### config.mk
export PLATFORM = sky130hd
export DESIGN_NAME = ebrw_top
export DESIGN_NICKNAME = d
export VERILOG_FILES = /design/src/ebrw_pkg.sv /design/src/ebrw_cfg_if.sv /design/src/ebrw_sync.sv /design/src/ebrw_regs.sv /design/src/ebrw_top.sv
export VERILOG_INCLUDE_DIRS = /design/src
export SDC_FILE = /design/constraint.sdc
export NUM_CORES = 1
export LEC_CHECK = 0
export BUFFER_PORTS_ARGS = -buffer_cell sky130_fd_sc_hd__clkbuf_2
export CORE_ASPECT_RATIO = 0.9
export CORE_MARGIN = 2
export CORE_UTILIZATION = 30
export DETAILED_ROUTE_END_ITERATION = 6
export SETUP_SLACK_MARGIN = 0.3
export SLEW_MARGIN = 20
export SYNTH_ARGS = -nofsm -noshare
export SYNTH_HDL_FRONTEND = slang
export SYNTH_SLANG_ARGS = --single-unit
export TNS_END_PERCENT = 1
### constraint.sdc
create_clock -name clk_i -period 2.65 [get_ports clk_i]
set_input_delay 0.1325 -clock clk_i [delete_from_list [all_inputs] [get_ports clk_i]]
set_output_delay 0.1325 -clock clk_i [all_outputs]
set_load 0.02 [all_outputs]
### src/ebrw_cfg.svh
// Offsets, field positions and reset values of the ready wait controller
`ifndef EBRW_CFG_SVH
`define EBRW_CFG_SVH
// ===============================================
// Register byte offsets
`define EBRW_OFS_CTRL   8'h00
`define EBRW_OFS_ADDR   8'h04
`define EBRW_OFS_WDATA  8'h08
`define EBRW_OFS_CMD    8'h0C
`define EBRW_OFS_STAT   8'h10
`define EBRW_OFS_RDATA  8'h14
// ===============================================
// Control fields
`define EBRW_CTRL_RDY   0
`define EBRW_CTRL_POL   1
`define EBRW_CTRL_ASY   2
`define EBRW_CTRL_ALEN  7:4
`define EBRW_CTRL_CLEN  11:8
`define EBRW_CTRL_RST   32'h0000_0002
`define EBRW_CTRL_MASK  32'h0000_0FF7
`define EBRW_ADDR_MASK  32'h00FF_FFFF
`define EBRW_WDAT_MASK  32'h0000_FFFF
`define EBRW_WORD_ZERO  32'h0000_0000
`define EBRW_POL_RST    1'b1
// ===============================================
// Command and status fields
`define EBRW_CMD_RD     0
`define EBRW_CMD_WR     1
`define EBRW_STAT_BUSY  0
`define EBRW_STAT_WAITS 15:8
`define EBRW_ADDR_RST   24'h00_0000
`define EBRW_DATA_RST   16'h0000
`define EBRW_CNT_ZERO   4'h0
`define EBRW_CNT_ONE    4'h1
`define EBRW_WAIT_ZERO  8'h00
`define EBRW_WAIT_ONE   8'h01
`define EBRW_WAIT_MAX   8'hFF
`endif

### src/ebrw_pkg.sv
// Types shared by the ready wait controller modules
package ebrw_pkg;
  typedef logic [23:0] ebrw_addr_t;
  typedef logic [15:0] ebrw_data_t;
  typedef logic [3:0]  ebrw_cnt_t;
  typedef logic [7:0]  ebrw_wait_t;
  typedef enum logic [1:0] {
    EBRW_IDLE,
    EBRW_ADDR,
    EBRW_CMD,
    EBRW_RDY
  } ebrw_state_e;
endpackage

### src/ebrw_cfg_if.sv
// Configuration and status bundle between register file and cycle engine
`timescale 1ns/100ps
interface ebrw_cfg_if;
  logic               rdy_ctl;
  logic               pol;
  logic               async_md;
  ebrw_pkg::ebrw_cnt_t  alen;
  ebrw_pkg::ebrw_cnt_t  clen;
  ebrw_pkg::ebrw_addr_t addr;
  ebrw_pkg::ebrw_data_t wdata;
  logic               start;
  logic               wr;
  logic               busy;
  ebrw_pkg::ebrw_data_t rdata;
  ebrw_pkg::ebrw_wait_t waits;
  modport regs (output rdy_ctl, pol, async_md, alen, clen, addr, wdata,
                output start, wr, input busy, rdata, waits);
  modport core (input rdy_ctl, pol, async_md, alen, clen, addr, wdata,
                input start, wr, output busy, rdata, waits);
endinterface

### src/ebrw_sync.sv
// Two-flop synchroniser for pin inputs, one chain per bit
`timescale 1ns/100ps
module ebrw_sync #(
  parameter int W = 1
) (
  input  wire logic         clk_i,
  input  wire logic         rst_i,
  input  wire logic         ce_i,
  input  wire logic [W-1:0] d_i,
  output logic      [W-1:0] q_o
);
  logic [W-1:0] meta_reg;
  logic [W-1:0] q_reg;

  // ===============================================
  // Synchroniser chains
  genvar gi;
  generate
    for (gi = 0; gi < W; gi++) begin : g_bit
      always_ff @(posedge clk_i) begin
        if (rst_i) begin
          meta_reg[gi] <= 1'b0;
          q_reg[gi]    <= 1'b0;
        end else if (ce_i) begin
          meta_reg[gi] <= d_i[gi];
          q_reg[gi]    <= meta_reg[gi];
        end
      end
    end
  endgenerate

  assign q_o = q_reg;
endmodule

### src/ebrw_regs.sv
// Classic Wishbone slave holding the controller's registers
`timescale 1ns/100ps
`include "ebrw_cfg.svh"
module ebrw_regs (
  input  wire logic        clk_i,
  input  wire logic        rst_i,
  input  wire logic        ce_i,
  input  wire logic        wb_cyc_i,
  input  wire logic        wb_stb_i,
  input  wire logic        wb_we_i,
  input  wire logic [7:0]  wb_adr_i,
  input  wire logic [3:0]  wb_sel_i,
  input  wire logic [31:0] wb_dat_i,
  output logic      [31:0] wb_dat_o,
  output logic             wb_ack_o,
  ebrw_cfg_if.regs         cfg
);
  logic [31:0] ctrl_reg;
  logic [31:0] addr_reg;
  logic [31:0] wdata_reg;
  logic [31:0] dat_reg;
  logic        ack_reg;
  logic        start_reg;
  logic        wr_reg;

  // Byte-lane merge, used by the CTRL, ADDR and WDATA registers
  function automatic logic [31:0] merge(input logic [31:0] o,
                                        input logic [31:0] n,
                                        input logic [3:0]  s);
    logic [31:0] r;
    r = o;
    for (int b = 0; b < 4; b++) begin
      if (s[b]) r[8*b +: 8] = n[8*b +: 8];
    end
    return r;
  endfunction

  function automatic logic hit(input logic [7:0] a, input logic [7:0] o);
    return a == o;
  endfunction

  // ===============================================
  // Decode
  wire        req     = wb_cyc_i & wb_stb_i & ~ack_reg;
  wire        wreq    = req & wb_we_i;
  wire        cmd_wr  = wreq & hit(wb_adr_i, `EBRW_OFS_CMD) & wb_sel_i[0];
  wire [31:0] stat_w  = {16'h0000, cfg.waits, 7'h00, cfg.busy};
  wire [31:0] rd_mux  =
    hit(wb_adr_i, `EBRW_OFS_CTRL)  ? ctrl_reg :
    hit(wb_adr_i, `EBRW_OFS_ADDR)  ? addr_reg :
    hit(wb_adr_i, `EBRW_OFS_WDATA) ? wdata_reg :
    hit(wb_adr_i, `EBRW_OFS_STAT)  ? stat_w :
    hit(wb_adr_i, `EBRW_OFS_RDATA) ? {16'h0000, cfg.rdata} : 32'h0000_0000;
  // Start ignored while a bus cycle runs
  wire        go      = cmd_wr & ~cfg.busy & ~start_reg &
                        (wb_dat_i[`EBRW_CMD_RD] | wb_dat_i[`EBRW_CMD_WR]);

  // ===============================================
  // Registers
  always_ff @(posedge clk_i) begin
    if (rst_i) begin
      ctrl_reg  <= `EBRW_CTRL_RST;
      addr_reg  <= `EBRW_WORD_ZERO;
      wdata_reg <= `EBRW_WORD_ZERO;
      dat_reg   <= `EBRW_WORD_ZERO;
      ack_reg   <= 1'b0;
      start_reg <= 1'b0;
      wr_reg    <= 1'b0;
    end else if (ce_i) begin
      ack_reg   <= req;
      dat_reg   <= req ? rd_mux : 32'h0000_0000;
      start_reg <= go;
      if (go) wr_reg <= wb_dat_i[`EBRW_CMD_WR];
      if (wreq && hit(wb_adr_i, `EBRW_OFS_CTRL))
        ctrl_reg <= merge(ctrl_reg, wb_dat_i, wb_sel_i) & `EBRW_CTRL_MASK;
      if (wreq && hit(wb_adr_i, `EBRW_OFS_ADDR))
        addr_reg <= merge(addr_reg, wb_dat_i, wb_sel_i) & `EBRW_ADDR_MASK;
      if (wreq && hit(wb_adr_i, `EBRW_OFS_WDATA))
        wdata_reg <= merge(wdata_reg, wb_dat_i, wb_sel_i) & `EBRW_WDAT_MASK;
    end
  end

  assign wb_ack_o     = ack_reg;
  assign wb_dat_o     = dat_reg;
  assign cfg.rdy_ctl  = ctrl_reg[`EBRW_CTRL_RDY];
  assign cfg.pol      = ctrl_reg[`EBRW_CTRL_POL];
  assign cfg.async_md = ctrl_reg[`EBRW_CTRL_ASY];
  assign cfg.alen     = ctrl_reg[`EBRW_CTRL_ALEN];
  assign cfg.clen     = ctrl_reg[`EBRW_CTRL_CLEN];
  assign cfg.addr     = addr_reg[23:0];
  assign cfg.wdata    = wdata_reg[15:0];
  assign cfg.start    = start_reg;
  assign cfg.wr       = wr_reg;
endmodule

### src/ebrw_top.sv
// External bus cycle engine with ready-controlled wait states
`timescale 1ns/100ps
`include "ebrw_cfg.svh"
// Summary of operation
// - Software selects which ready level counts active
// - Synchronous mode samples ready at reference edges
// - Asynchronous mode adds synchroniser, one wait minimum
// - First sampling point follows programmed phase lengths
// - Inactive ready inserts one wait phase, resample
// - Active ready ends the running bus cycle
// - Asynchronous sampling point lies one phase later
// - Mandatory command waits finish before ready evaluation
// - Read data captured at strobe rising edge
module ebrw_top (
  input  wire logic        clk_i,
  input  wire logic        rst_i,
  input  wire logic        ce_i,
  input  wire logic        wb_cyc_i,
  input  wire logic        wb_stb_i,
  input  wire logic        wb_we_i,
  input  wire logic [7:0]  wb_adr_i,
  input  wire logic [3:0]  wb_sel_i,
  input  wire logic [31:0] wb_dat_i,
  output logic      [31:0] wb_dat_o,
  output logic             wb_ack_o,
  input  wire logic        ref_clk_i,
  input  wire logic        ext_ready_i,
  input  wire logic [15:0] ext_data_i,
  output logic      [15:0] ext_data_o,
  output logic             ext_data_oe_n_o,
  output logic      [23:0] ext_addr_o,
  output logic             ext_rd_n_o,
  output logic             ext_wr_n_o
);
  ebrw_cfg_if cfg ();

  // ===============================================
  // Register file
  ebrw_regs u_regs (
    .clk_i    (clk_i),
    .rst_i    (rst_i),
    .ce_i     (ce_i),
    .wb_cyc_i (wb_cyc_i),
    .wb_stb_i (wb_stb_i),
    .wb_we_i  (wb_we_i),
    .wb_adr_i (wb_adr_i),
    .wb_sel_i (wb_sel_i),
    .wb_dat_i (wb_dat_i),
    .wb_dat_o (wb_dat_o),
    .wb_ack_o (wb_ack_o),
    .cfg      (cfg.regs)
  );

  // ===============================================
  // Pin synchronisers
  logic [17:0] pin_s;

  ebrw_sync #(.W(18)) u_sync (
    .clk_i (clk_i),
    .rst_i (rst_i),
    .ce_i  (ce_i),
    .d_i   ({ref_clk_i, ext_ready_i, ext_data_i}),
    .q_o   (pin_s)
  );

  wire                 ref_s  = pin_s[17];
  wire                 rdy_s  = pin_s[16];
  ebrw_pkg::ebrw_data_t data_s;
  assign data_s = pin_s[15:0];

  // ===============================================
  // State
  ebrw_pkg::ebrw_state_e state_reg, state_next;
  ebrw_pkg::ebrw_cnt_t   cnt_reg, cnt_next;
  ebrw_pkg::ebrw_cnt_t   clen_reg, clen_next;
  ebrw_pkg::ebrw_wait_t  waits_reg, waits_next;
  ebrw_pkg::ebrw_addr_t  addr_reg, addr_next;
  ebrw_pkg::ebrw_data_t  dout_reg, dout_next;
  ebrw_pkg::ebrw_data_t  rdata_reg, rdata_next;
  logic ref_d_reg;
  logic stage_reg, stage_next;
  logic rdyc_reg, rdyc_next;
  logic pol_reg, pol_next;
  logic async_reg, async_next;
  logic wrc_reg, wrc_next;
  logic busy_reg, busy_next;
  logic oe_n_reg, oe_n_next;
  logic rd_n_reg, rd_n_next;
  logic wr_n_reg, wr_n_next;
  logic fin;

  // ===============================================
  // Decode
  // Phases advance on reference clock rising edges only
  wire tick      = ref_s & ~ref_d_reg;
  wire rdy_act   = (rdy_s == pol_reg);
  // async point reads the extra stage
  wire rdy_now   = async_reg ? stage_reg : rdy_act;
  wire cnt_zero  = (cnt_reg == `EBRW_CNT_ZERO);
  wire [7:0] waits_inc = (waits_reg == `EBRW_WAIT_MAX) ? waits_reg :
                         8'(waits_reg + `EBRW_WAIT_ONE);
  wire [3:0] cnt_dec   = 4'(cnt_reg - `EBRW_CNT_ONE);

  always_comb begin
    state_next = state_reg;
    cnt_next   = cnt_reg;
    clen_next  = clen_reg;
    waits_next = waits_reg;
    addr_next  = addr_reg;
    dout_next  = dout_reg;
    rdata_next = rdata_reg;
    rdyc_next  = rdyc_reg;
    pol_next   = pol_reg;
    async_next = async_reg;
    wrc_next   = wrc_reg;
    busy_next  = busy_reg;
    oe_n_next  = oe_n_reg;
    rd_n_next  = rd_n_reg;
    wr_n_next  = wr_n_reg;
    fin        = 1'b0;
    stage_next = tick ? rdy_act : stage_reg;
    case (state_reg)
      ebrw_pkg::EBRW_IDLE: begin
        if (cfg.start) begin
          rdyc_next  = cfg.rdy_ctl;
          pol_next   = cfg.pol;
          async_next = cfg.async_md;
          clen_next  = cfg.clen;
          cnt_next   = cfg.alen;
          addr_next  = cfg.addr;
          dout_next  = cfg.wdata;
          wrc_next   = cfg.wr;
          oe_n_next  = ~cfg.wr;
          busy_next  = 1'b1;
          waits_next = `EBRW_WAIT_ZERO;
          state_next = ebrw_pkg::EBRW_ADDR;
        end
      end
      ebrw_pkg::EBRW_ADDR: begin
        if (tick && cnt_zero) begin
          rd_n_next  = wrc_reg;
          wr_n_next  = ~wrc_reg;
          cnt_next   = clen_reg;
          state_next = ebrw_pkg::EBRW_CMD;
        end else if (tick) begin
          cnt_next = cnt_dec;
        end
      end
      ebrw_pkg::EBRW_CMD: begin
        if (tick) begin
          if (!cnt_zero) begin
            cnt_next = cnt_dec;
          end else if (!rdyc_reg) begin
            fin = 1'b1;
          end else if (async_reg || !rdy_act) begin
            waits_next = waits_inc;
            state_next = ebrw_pkg::EBRW_RDY;
          end else begin
            fin = 1'b1;
          end
        end
      end
      ebrw_pkg::EBRW_RDY: begin
        if (tick) begin
          if (rdy_now) begin
            fin = 1'b1;
          end else begin
            waits_next = waits_inc;
          end
        end
      end
      default: begin
        state_next = ebrw_pkg::EBRW_IDLE;
      end
    endcase
    if (fin) begin
      rd_n_next  = 1'b1;
      wr_n_next  = 1'b1;
      oe_n_next  = 1'b1;
      busy_next  = 1'b0;
      state_next = ebrw_pkg::EBRW_IDLE;
      if (!wrc_reg) rdata_next = data_s;
    end
  end

  always_ff @(posedge clk_i) begin
    if (rst_i) begin
      state_reg <= ebrw_pkg::EBRW_IDLE;
      cnt_reg   <= `EBRW_CNT_ZERO;
      clen_reg  <= `EBRW_CNT_ZERO;
      waits_reg <= `EBRW_WAIT_ZERO;
      addr_reg  <= `EBRW_ADDR_RST;
      dout_reg  <= `EBRW_DATA_RST;
      rdata_reg <= `EBRW_DATA_RST;
      ref_d_reg <= 1'b0;
      stage_reg <= 1'b0;
      rdyc_reg  <= 1'b0;
      pol_reg   <= `EBRW_POL_RST;
      async_reg <= 1'b0;
      wrc_reg   <= 1'b0;
      busy_reg  <= 1'b0;
      oe_n_reg  <= 1'b1;
      rd_n_reg  <= 1'b1;
      wr_n_reg  <= 1'b1;
    end else if (ce_i) begin
      state_reg <= state_next;
      cnt_reg   <= cnt_next;
      clen_reg  <= clen_next;
      waits_reg <= waits_next;
      addr_reg  <= addr_next;
      dout_reg  <= dout_next;
      rdata_reg <= rdata_next;
      ref_d_reg <= ref_s;
      stage_reg <= stage_next;
      rdyc_reg  <= rdyc_next;
      pol_reg   <= pol_next;
      async_reg <= async_next;
      wrc_reg   <= wrc_next;
      busy_reg  <= busy_next;
      oe_n_reg  <= oe_n_next;
      rd_n_reg  <= rd_n_next;
      wr_n_reg  <= wr_n_next;
    end
  end

  assign cfg.busy        = busy_reg;
  assign cfg.rdata       = rdata_reg;
  assign cfg.waits       = waits_reg;
  assign ext_addr_o      = addr_reg;
  assign ext_data_o      = dout_reg;
  assign ext_data_oe_n_o = oe_n_reg;
  assign ext_rd_n_o      = rd_n_reg;
  assign ext_wr_n_o      = wr_n_reg;

  wire in_cmd = state_reg == ebrw_pkg::EBRW_CMD;
  wire in_rdy = state_reg == ebrw_pkg::EBRW_RDY;
  wire idle   = state_reg == ebrw_pkg::EBRW_IDLE;
endmodule

==> Yosys cells after proc, flatten, opt, wreduce, memory -nomap -nowiden <==
Index checks and enable logic that the tools add are counted.
{ "totals": {"register_bits": 206, "inputBits": 68, "word_cells": 188} }
{ "classes": {"addsub": 2, "n_eq_ne": 25, "n_mux": 49, "n_bitwise": 16, "reduce_logical": 32} }
{ "ops": {"columns": ["cell", "count"], "rows": [
  ["$mux W32", 5],
  ["$mux W8", 8],
  ["$reduce_and A3 Y1", 11],
  ["$pmux W8 S3", 1],
  ["$mux W4", 5],
  ["$mux W1", 19],
  ["$eq A8 B4 Y1 const B", 2],
  ["$eq A8 B5 Y1 const B", 2],
  ["$mux W16", 1],
  ["$ne A3 B3 Y1 const B", 5],
  ["$mux W2", 7],
  ["$ne A2 B2 Y1 const B", 6],
  ["$pmux W4 S3", 1],
  ["$and A1 B1 Y1", 9],
  ["$reduce_and A9 Y1", 1],
  ["$add A8 B1 Y8 const B", 1],
  ["$eq A8 B3 Y1 const B", 1],
  ["$eq A8 B8 Y1 const B", 1],
  ["$logic_not A8 Y1", 1],
  ["$reduce_and A8 Y1", 1],
  ["$reduce_bool A2 Y1", 4],
  ["$ne A3 B2 Y1 const B", 2],
  ["$not A1 Y1", 6],
  ["$pmux W2 S3", 1],
  ["16 further kinds", 23]
]} }

==> Depth between registers and ports, before layout <==
Gate-level depths: netlist (run 1).
{ "depth": {"word_depth": 10, "mapped_depth": 9} }

==> Cells and area by module <==
From an unflattened synthesis (run 1), not the netlist that was laid out.
{ "hier_totals": {"hier_cells": 983, "hier_area_um2": 8464.4} }
{ "modules_own_cells": {"columns": ["module", "n_inst", "cells_each", "area_each_um2"], "rows": [
  ["ebrw_regs", 1, 444, 3598.5],
  ["ebrw_top", 1, 423, 3559.7],
  ["ebrw_sync", 1, 116, 1306.3]
]} }

==> Worst setup path before layout (run 1) <==
OpenSTA, ideal clock, no wires.
{ "synth_path": {"kind": "register -> register", "start": "register state_reg[0]", "end": "register waits_reg[3] (netlist: cfg.waits[3])", "t_arrival_ns": 2.307, "t_required_ns": 2.580, "slack_ns": 0.273, "path_stages_with_launch": 10, "path_buffers": 2, "synth_period_minus_slack_ns": 2.377, "path_cell_list": "dfxtp_1 -> inv_1 -> ha_1 -> clkbuf_1 -> inv_1 -> o221ai_2 -> or3_1 -> buf_2 -> or4_1 -> a21oi_1"} }
{ "synth_between": {"elab_chain_cells": 3} }
{ "synth_rtl": {"columns": ["element", "line_no", "source"], "rows": [
  ["start: declaration", "ebrw_top.sv:73", "ebrw_pkg::ebrw_state_e state_reg, state_next;"],
  ["start signal: assignment", "ebrw_top.sv:188", "state_reg <= ebrw_pkg::EBRW_IDLE;"],
  ["start signal: assignment", "ebrw_top.sv:206", "state_reg <= state_next;"],
  ["$eq A2 B2 Y1 / $logic_not A2 Y1 (equally long branches)", "ebrw_top.sv:122", "case (state_reg)"],
  ["$ne A2 B1 Y1 (no source line) (tied with other cells)", null, null],
  ["$reduce_and A9 Y1 (no source line)", null, null],
  ["end signal: assignment", "ebrw_top.sv:191", "waits_reg <= `EBRW_WAIT_ZERO;"],
  ["end signal: assignment", "ebrw_top.sv:209", "waits_reg <= waits_next;"],
  ["end: declaration", "ebrw_top.sv:76", "ebrw_pkg::ebrw_wait_t waits_reg, waits_next;"]
]} }
Several ways; a longest one is shown, not always the timed one.
A chain may end at the register's enable or synchronous reset.

==> Worst setup path after layout (run 1) <==
{ "layout_path": {"start": "register cnt_reg[0]", "end": "register state_reg[1]"} }
{ "layout_between": {"elab_chain_cells": 6} }
{ "layout_rtl": {"columns": ["element", "line_no", "source"], "rows": [
  ["start: declaration", "ebrw_top.sv:74", "ebrw_pkg::ebrw_cnt_t cnt_reg, cnt_next;"],
  ["start signal: assignment", "ebrw_top.sv:189", "cnt_reg <= `EBRW_CNT_ZERO;"],
  ["start signal: assignment", "ebrw_top.sv:207", "cnt_reg <= cnt_next;"],
  ["$logic_not A4 Y1 (no source line) (*)", null, null],
  ["$mux W1", "ebrw_top.sv:151", "if (!cnt_zero) begin"],
  ["$mux W1", "ebrw_top.sv:150", "if (tick) begin"],
  ["$pmux W1 S2", "ebrw_top.sv:122", null],
  ["$ne A3 B3 Y1 (no source line) (tied with other cells)", null, null],
  ["$reduce_and A8 Y1 (no source line)", null, null]
]} }
Mark *: on every way between the ends. The rest lies on a longest branch, timed or not.

==> qor.txt, run 1 <==
Setup crit start kind - register
combinational share of power - 5.5%
clock sinks - 198
post-route ant nets - 0
DRC - 0
largest net degree at the start of global routing - 80
grt total ovfl - 0
Worst Clk Skew - 0.0107 ns
Final Critical Period - 2.35 ns
Skew-Pair Late Insertion Delay - 0.44 ns
post-route cell area - 10500 µm²
final setup TNS - 0 ns
Power Density - 570 nW/µm²
Worst-path clk slew - 0.07 ns
Die X - 181 µm
Initial Util - 30.4%
Seq/Total Area, Yosys - 46.6%
floorplan core area - 27900 µm²
Fmax achieved - 426 MHz
CTS tree - yes
Crit Path Category - reg -> reg
internal cell power - 4.57 mW
Net Sw Frac - 23.7%
peak supply drop - 415 µV
Synth top cells by count - 199 x nand2_1, 198 x dfxtp_1, 111 x nor2_1, 96 x a21oi_1, 93 x mux2i_1
fraction of layout cells with a size suffix above 1 - 18.2%
vias after detailed routing - 7429
net load switching power - 1.42 mW
top cell type by total area after synthesis - dfxtp_1
Slew @ Worst Pin - 0.987 ns
Detailed Route WL - 24300 µm
Root Buffer - clkbuf_16
global-route wire length before repair - 38300 µm
post-synth cell types - 68
Slew Viols, Final - 0
crit share post-route - 88.6%
asr flop ratio synth - 0%
CTS buffer count - 17
setup slack, reg-to-reg - 0.30 ns
syn avg cell area - 8.56 µm²
post-CTS setup repair buffer count - 0
Slew HR - 33.9%
DIE AREA - 29700 µm²
DR pass1 iterations - 5
cell row count - 58
Main synth FF type - dfxtp_1
post-synth top area share - 46.6%
Cells after Synth - 993
top cells by area, synth - dfxtp_1 47%, mux2i_1 11%, nand2_1 8.8%
Vias/cell - 4.91
CTS H-tree depth - 4
antenna violations before repair - 0
Syn-to-layout area delta - 23.7%
port buffer count - 126
yosys warns - 0
Post-Syn Area - 8500 µm²
RSZ-0062 raised after global routing - true
Chip Height - 164 µm
R2R cell count - 7
crit-path max FO - 5
DR WL/cell - 16.0 µm
placed inst area - 9500 µm²
Clk pwr share - 44.3%
final net count - 1216
number of global-route vias before repair - 6886
DP HPWL - 17700 µm
DR iter-0 viols - 533
status - completed
Setup crit end kind - register
Final GP Congestion - 0.867
hold violation total from the final report - 0
clk buf depth - 2
Top Ports - 144
synthesized flop and latch total - 198
reg2reg end - state_reg[1]
worst path required time - 3.01 ns
Worst Setup EP - state_reg[1]
Arrival @ worst endpoint - 2.70 ns
static leakage - 3.93 nW
start point of the critical path - cnt_reg[0]
Hold WC Path Type - in -> reg
MaxCap Viol Count - 0
FF-to-FF Start - cnt_reg[0]
most frequent cell after synthesis - nand2_1
setup violators final - 0
sequential share of power - 50.3%
Tot GR Track Use - 16.3%
EDFF count, synth - 0
[area by class of cell]
class                   instances  area (µm²)
fillers                      2868       17400
repair buffers                188        1230
flip-flops and latches        198        3970
multi-input cells             718        4210
inverters                      17        63.8
diodes                          1        2.50
clock buffers                  18         439
clock inverters                14         161
well taps                     360         450
[how the worst min path moves through the flow]
stage	depth (start not counted)	endpoint	start
floorplan	2	u_regs.ctrl_reg[1]	wb_dat_i[1]
global placement	3	u_regs.addr_reg[16]	wb_dat_i[16]
detailed placement	3	u_regs.addr_reg[16]	wb_dat_i[16]
CTS	3	u_regs.addr_reg[7]	wb_dat_i[7]
global route	3	u_regs.addr_reg[7]	wb_dat_i[7]
finish	3	u_regs.addr_reg[7]	wb_dat_i[7]
[routing by layer]
| metal | vias up | global-route usage, % | part of all wire [%] |
|---|---|---|---|
| met5 | - | 0 | 0 |
| met4 | 0 | 5.65 | 1.7 |
| met3 | 22 | 3.73 | 5.1 |
| met2 | 199 | 24.9 | 45 |
| met1 | 3507 | 22.7 | 48 |
| li1 | 3701 | - | - |
[power by group through the flow]
stage	Clock, mW	Sequential (mW)	Combinational, mW
6_report	2.65	3.01	0.328
5_1_grt	2.85	3.02	0.356
4_1_cts	2.71	3.01	0.328
3_5_place_dp	0	3.08	0.278
3_3_place_gp	0	3.08	0.276
2_1_floorplan	0	3.08	0.179
[stage by stage]
stage	std cells	worst slack (ns)	hold WS (ns)	utilization, %	power, mW
3_3_place_gp	1440	0.262	0.366	34.0	3.36
6_report	1514	0.303	0.0248	37.6	5.99
4_1_cts	1513	0.329	0.00828	37.6	6.05
3_5_place_dp	1440	0.193	0.375	34.0	3.36
2_1_floorplan	1000	0.325	0.261	-	3.26
5_1_grt	1513	0.142	0.0184	37.6	6.22
[placed cells by master, fill, tap and decap left out, drive strengths merged, types with 3 or more instances in the layout]
cell           n
nand2        199
dfxtp        198
clkbuf       142
nor2         113
a21oi         96
mux2i         93
dlygate4sd3   41
o21ai         34
buf           23
inv           22
nor2b         16
nor3          16
nand2b        13
mux2           9
ha             8
conb           8
nand3          8
or3            8
a22oi          7
a211oi         7
o31ai          6
a32oi          6
and3           6
nor4           6
o2bb2ai        5
clkinv         5
a221oi         4
o221ai         4
o211ai         3
or2            3
nor3b          3
[critical path: stages, from the launching register on]
cell and delay, ns:
dfxtp_1 0.34, inv_1 0.07, ha_1 0.19, or3b_2 0.50, nor2_1 0.28, o311ai_0 0.22
or4b_1 0.53, o22ai_1 0.16
[kinds of logic (layout without fill, tap and decap cells)]
kind of cell               after synthesis  count (layout)  share of synthesized area [%]
AOI/OAI and AO/OA                      192             192                           13.8
other                                    1               9                         0.0441
buffers and inverters                   84             237                           4.28
and+or+nand+nor                        405             405                           21.7
muxes                                  102             102                           12.1
adders and majority gates                8               8                           1.18
xor gates and xnor gates                 3               3                          0.309
DFF                                    198             198                           46.6
[timing repair]
| action | in CTS | in global routing |
|---|---|---|
| resized for setup | 2 | 2 |
| setup endpoints to repair | 8 | 52 |
| hold buffers | 41 | 0 |
| hold endpoints to repair | 59 | 0 |
| cloned | 0 | 0 |
(Power assumes the default switching activity.)
==> run 2, diff against run 1 <==
Settings changed: SYNTH_HIERARCHICAL set to 1.
==> run 2 against run 1 <==
  * Global-route usage up 0.62 points
  * Wire length up 3.7%
  * Non-clock buffer count up 4
  * Final cell count down 1.1%
  * Final area down 0.99%
  * Clock power about the same
  * Register-to-register slack better by 0.16 ns
  * First-iteration DRC count up 26%
  * Flip-flop and latch count unchanged
  * Worst hold slack better by 0.052 ns
  * Synthesized area down 0.43%
  * Critical endpoint is now cfg.rdata[9]
  * Highest routed layer unchanged
==> qor.txt, run 2 <==
Root Buffer - clkbuf_16
Slew @ Worst Pin - 0.737 ns
Initial Util - 30.4%
ANT cells - 0
Setup crit start kind - register
post-layout util - 37.4%
Crit Path Category - reg -> reg
placed inst area - 9350 µm²
DR pass1 iterations - 6
EDFF count, synth - 0
Cells after Synth - 983
Slew Viols, Final - 0
CTS tree - yes
Main synth FF type - dfxtp_1
floorplan core area - 27900 µm²
post-route insts no fill - 1497
Seq/Total Area, Yosys - 46.8%
vias after detailed routing - 7592
Fmax achieved - 457 MHz
port buffer count - 126
Worst-path clk slew - 0.08 ns
Power Density - 574 nW/µm²
RSZ-0062 raised after global routing - true
post-route cell area - 10400 µm²
DIE AREA - 29600 µm²
hold violation total from the final report - 0
crit-path max FO - 16
DP HPWL - 17800 µm
largest net degree at the start of global routing - 67
Tot GR Track Use - 16.9%
CTS H-tree depth - 4
start point of the critical path - state_reg[1]
top cells by area, synth - dfxtp_1 47%, mux2i_1 8.9%, a21oi_1 7.2%
Detailed Route WL - 25200 µm
crit share post-route - 82.5%
post-synth cell types - 68
synthesized flop and latch total - 198
Top Ports - 144
post-route ant nets - 0
Die X - 181 µm
setup violators final - 0
MaxCap Viol Count - 0
reg2reg end - cfg.rdata[9]
Hold WC Path Type - in -> reg
peak supply drop - 454 µV
clock sinks - 198
syn avg cell area - 8.61 µm²
antenna violations before repair - 0
top cell type by total area after synthesis - dfxtp_1
Syn-to-layout area delta - 23.0%
DRC - 0
Placed Instances - 1421
Final Critical Period - 2.19 ns
final net count - 1199
grt total ovfl - 0
Arrival @ worst endpoint - 2.50 ns
final setup TNS - 0 ns
Slew HR - 50.9%
most frequent cell after synthesis - dfxtp_1
fillers - 2937
FF-to-FF Start - state_reg[1]
Synth top cells by count - 198 x dfxtp_1, 123 x nand2_1, 122 x a21oi_1, 96 x nor2_1, 75 x mux2i_1
Hold Crit Start - rst_i
most frequent cells in the layout - 198 x dfxtp_1, 124 x clkbuf_2, 123 x nand2_1
most common cell after layout, fill and taps aside - dfxtp_1
Post-Syn Area - 8460 µm²
Vias/cell - 5.07
Worst Clk Skew - 0.0136 ns
Final GP Congestion - 0.905
cell row count - 58
status - completed
number of global-route vias before repair - 6960
DR iter-0 viols - 672
DR WL/cell - 16.8 µm
Chip Height - 163 µm
CTS buffer count - 17
static leakage - 4.20 nW
asr flop ratio synth - 0%
global-route wire length before repair - 39000 µm
fraction of layout cells with a size suffix above 1 - 18.6%
Skew-Pair Late Insertion Delay - 0.45 ns
clk buf depth - 2
worst path required time - 2.97 ns
post-synth top area share - 46.8%
Setup crit end kind - register
R2R cell count - 8
setup slack, reg-to-reg - 0.46 ns
Worst Setup EP - cfg.rdata[9]
yosys warns - 6
[run 2: layer usage]
| layer | part of all wire (%) | vias to the layer above | routed length [µm] | global-route usage, % |
|---|---|---|---|---|
| met5 | 0 | - | 0 | 0 |
| met4 | 2.4 | 0 | 615 | 6.21 |
| met3 | 5.8 | 32 | 1470 | 3.43 |
| met2 | 45 | 248 | 11400 | 26.7 |
| met1 | 46 | 3611 | 11700 | 23.0 |
| li1 | - | 3701 | - | - |
[run 2: worst max-delay path: stages, from the launching register on]
cell and delay [ns]:
dfxtp_1 0.51, ha_1 0.32, or2_2 0.14, o22ai_1 0.07, a22o_4 0.32, nand4b_2 0.10, buf_4 0.31, mux2i_1 0.23
nor2_1 0.05
[run 2: stage by stage]
| step | setup WS [ns] | hold slack (ns) | power (mW) |
|---|---|---|---|
| after CTS | 0.347 | 0.0674 | 6.06 |
| after detailed placement | 0.256 | 0.376 | 3.37 |
| after floorplan | 0.678 | 0.277 | 3.27 |
| after global routing | 0.288 | 0.0819 | 6.22 |
| after global placement | 0.312 | 0.372 | 3.36 |
| final | 0.464 | 0.0764 | 5.98 |
[run 2: logic make-up after synthesis]
| group | after synthesis | synth area share [%] |
|---|---|---|
| flip-flops | 198 | 46.8 |
| AND/OR/NAND/NOR | 352 | 19.8 |
| buffers and inverters | 90 | 5.54 |
| other | 1 | 0.0443 |
| AO/OA/AOI/OAI | 255 | 17.4 |
| adder cells (fa/ha/maj) | 7 | 1.03 |
| XOR/XNOR | 5 | 0.517 |
| multiplexers | 75 | 8.87 |
[run 2: power breakdown]
group          switching [mW]  internal (mW)
sequential             0.0154           3.00
clock                    1.35           1.28
combinational           0.193          0.139
[run 2: what timing repair did]
| item | 4_1_cts | 5_1_grt |
|---|---|---|
| endpoints found under the hold margin | 68 | 0 |
| resized for setup | 2 | 4 |
| pin swaps | 0 | 1 |
| setup endpoints to repair | 6 | 8 |
| hold buffers | 42 | 0 |
| buffers inserted | 0 | 2 |
[run 2: layout make-up]
cell class | instances | area (µm²) | area share (%)
clock inverters | 15 | 180 | 1.73
inverters | 13 | 48.8 | 0.469
repair buffers | 192 | 1260 | 12.1
multi-input cells | 702 | 4090 | 39.2
well taps | 360 | 450 | 4.32
clock buffers | 17 | 425 | 4.08
flip-flops and latches | 198 | 3960 | 38.1
[run 2: worst min-delay path by stage]
stage	depth (start not counted)	endpoint	slack, ns
global placement	3	u_sync/meta_reg[9]	0.37
finish	2	u_regs/wb_dat_o[16]	0.08
global route	2	u_regs/addr_reg[23]	0.08
floorplan	2	u_regs/ctrl_reg[1]	0.28
CTS	2	u_regs/wb_dat_o[16]	0.07
detailed placement	3	u_regs/addr_reg[18]	0.38
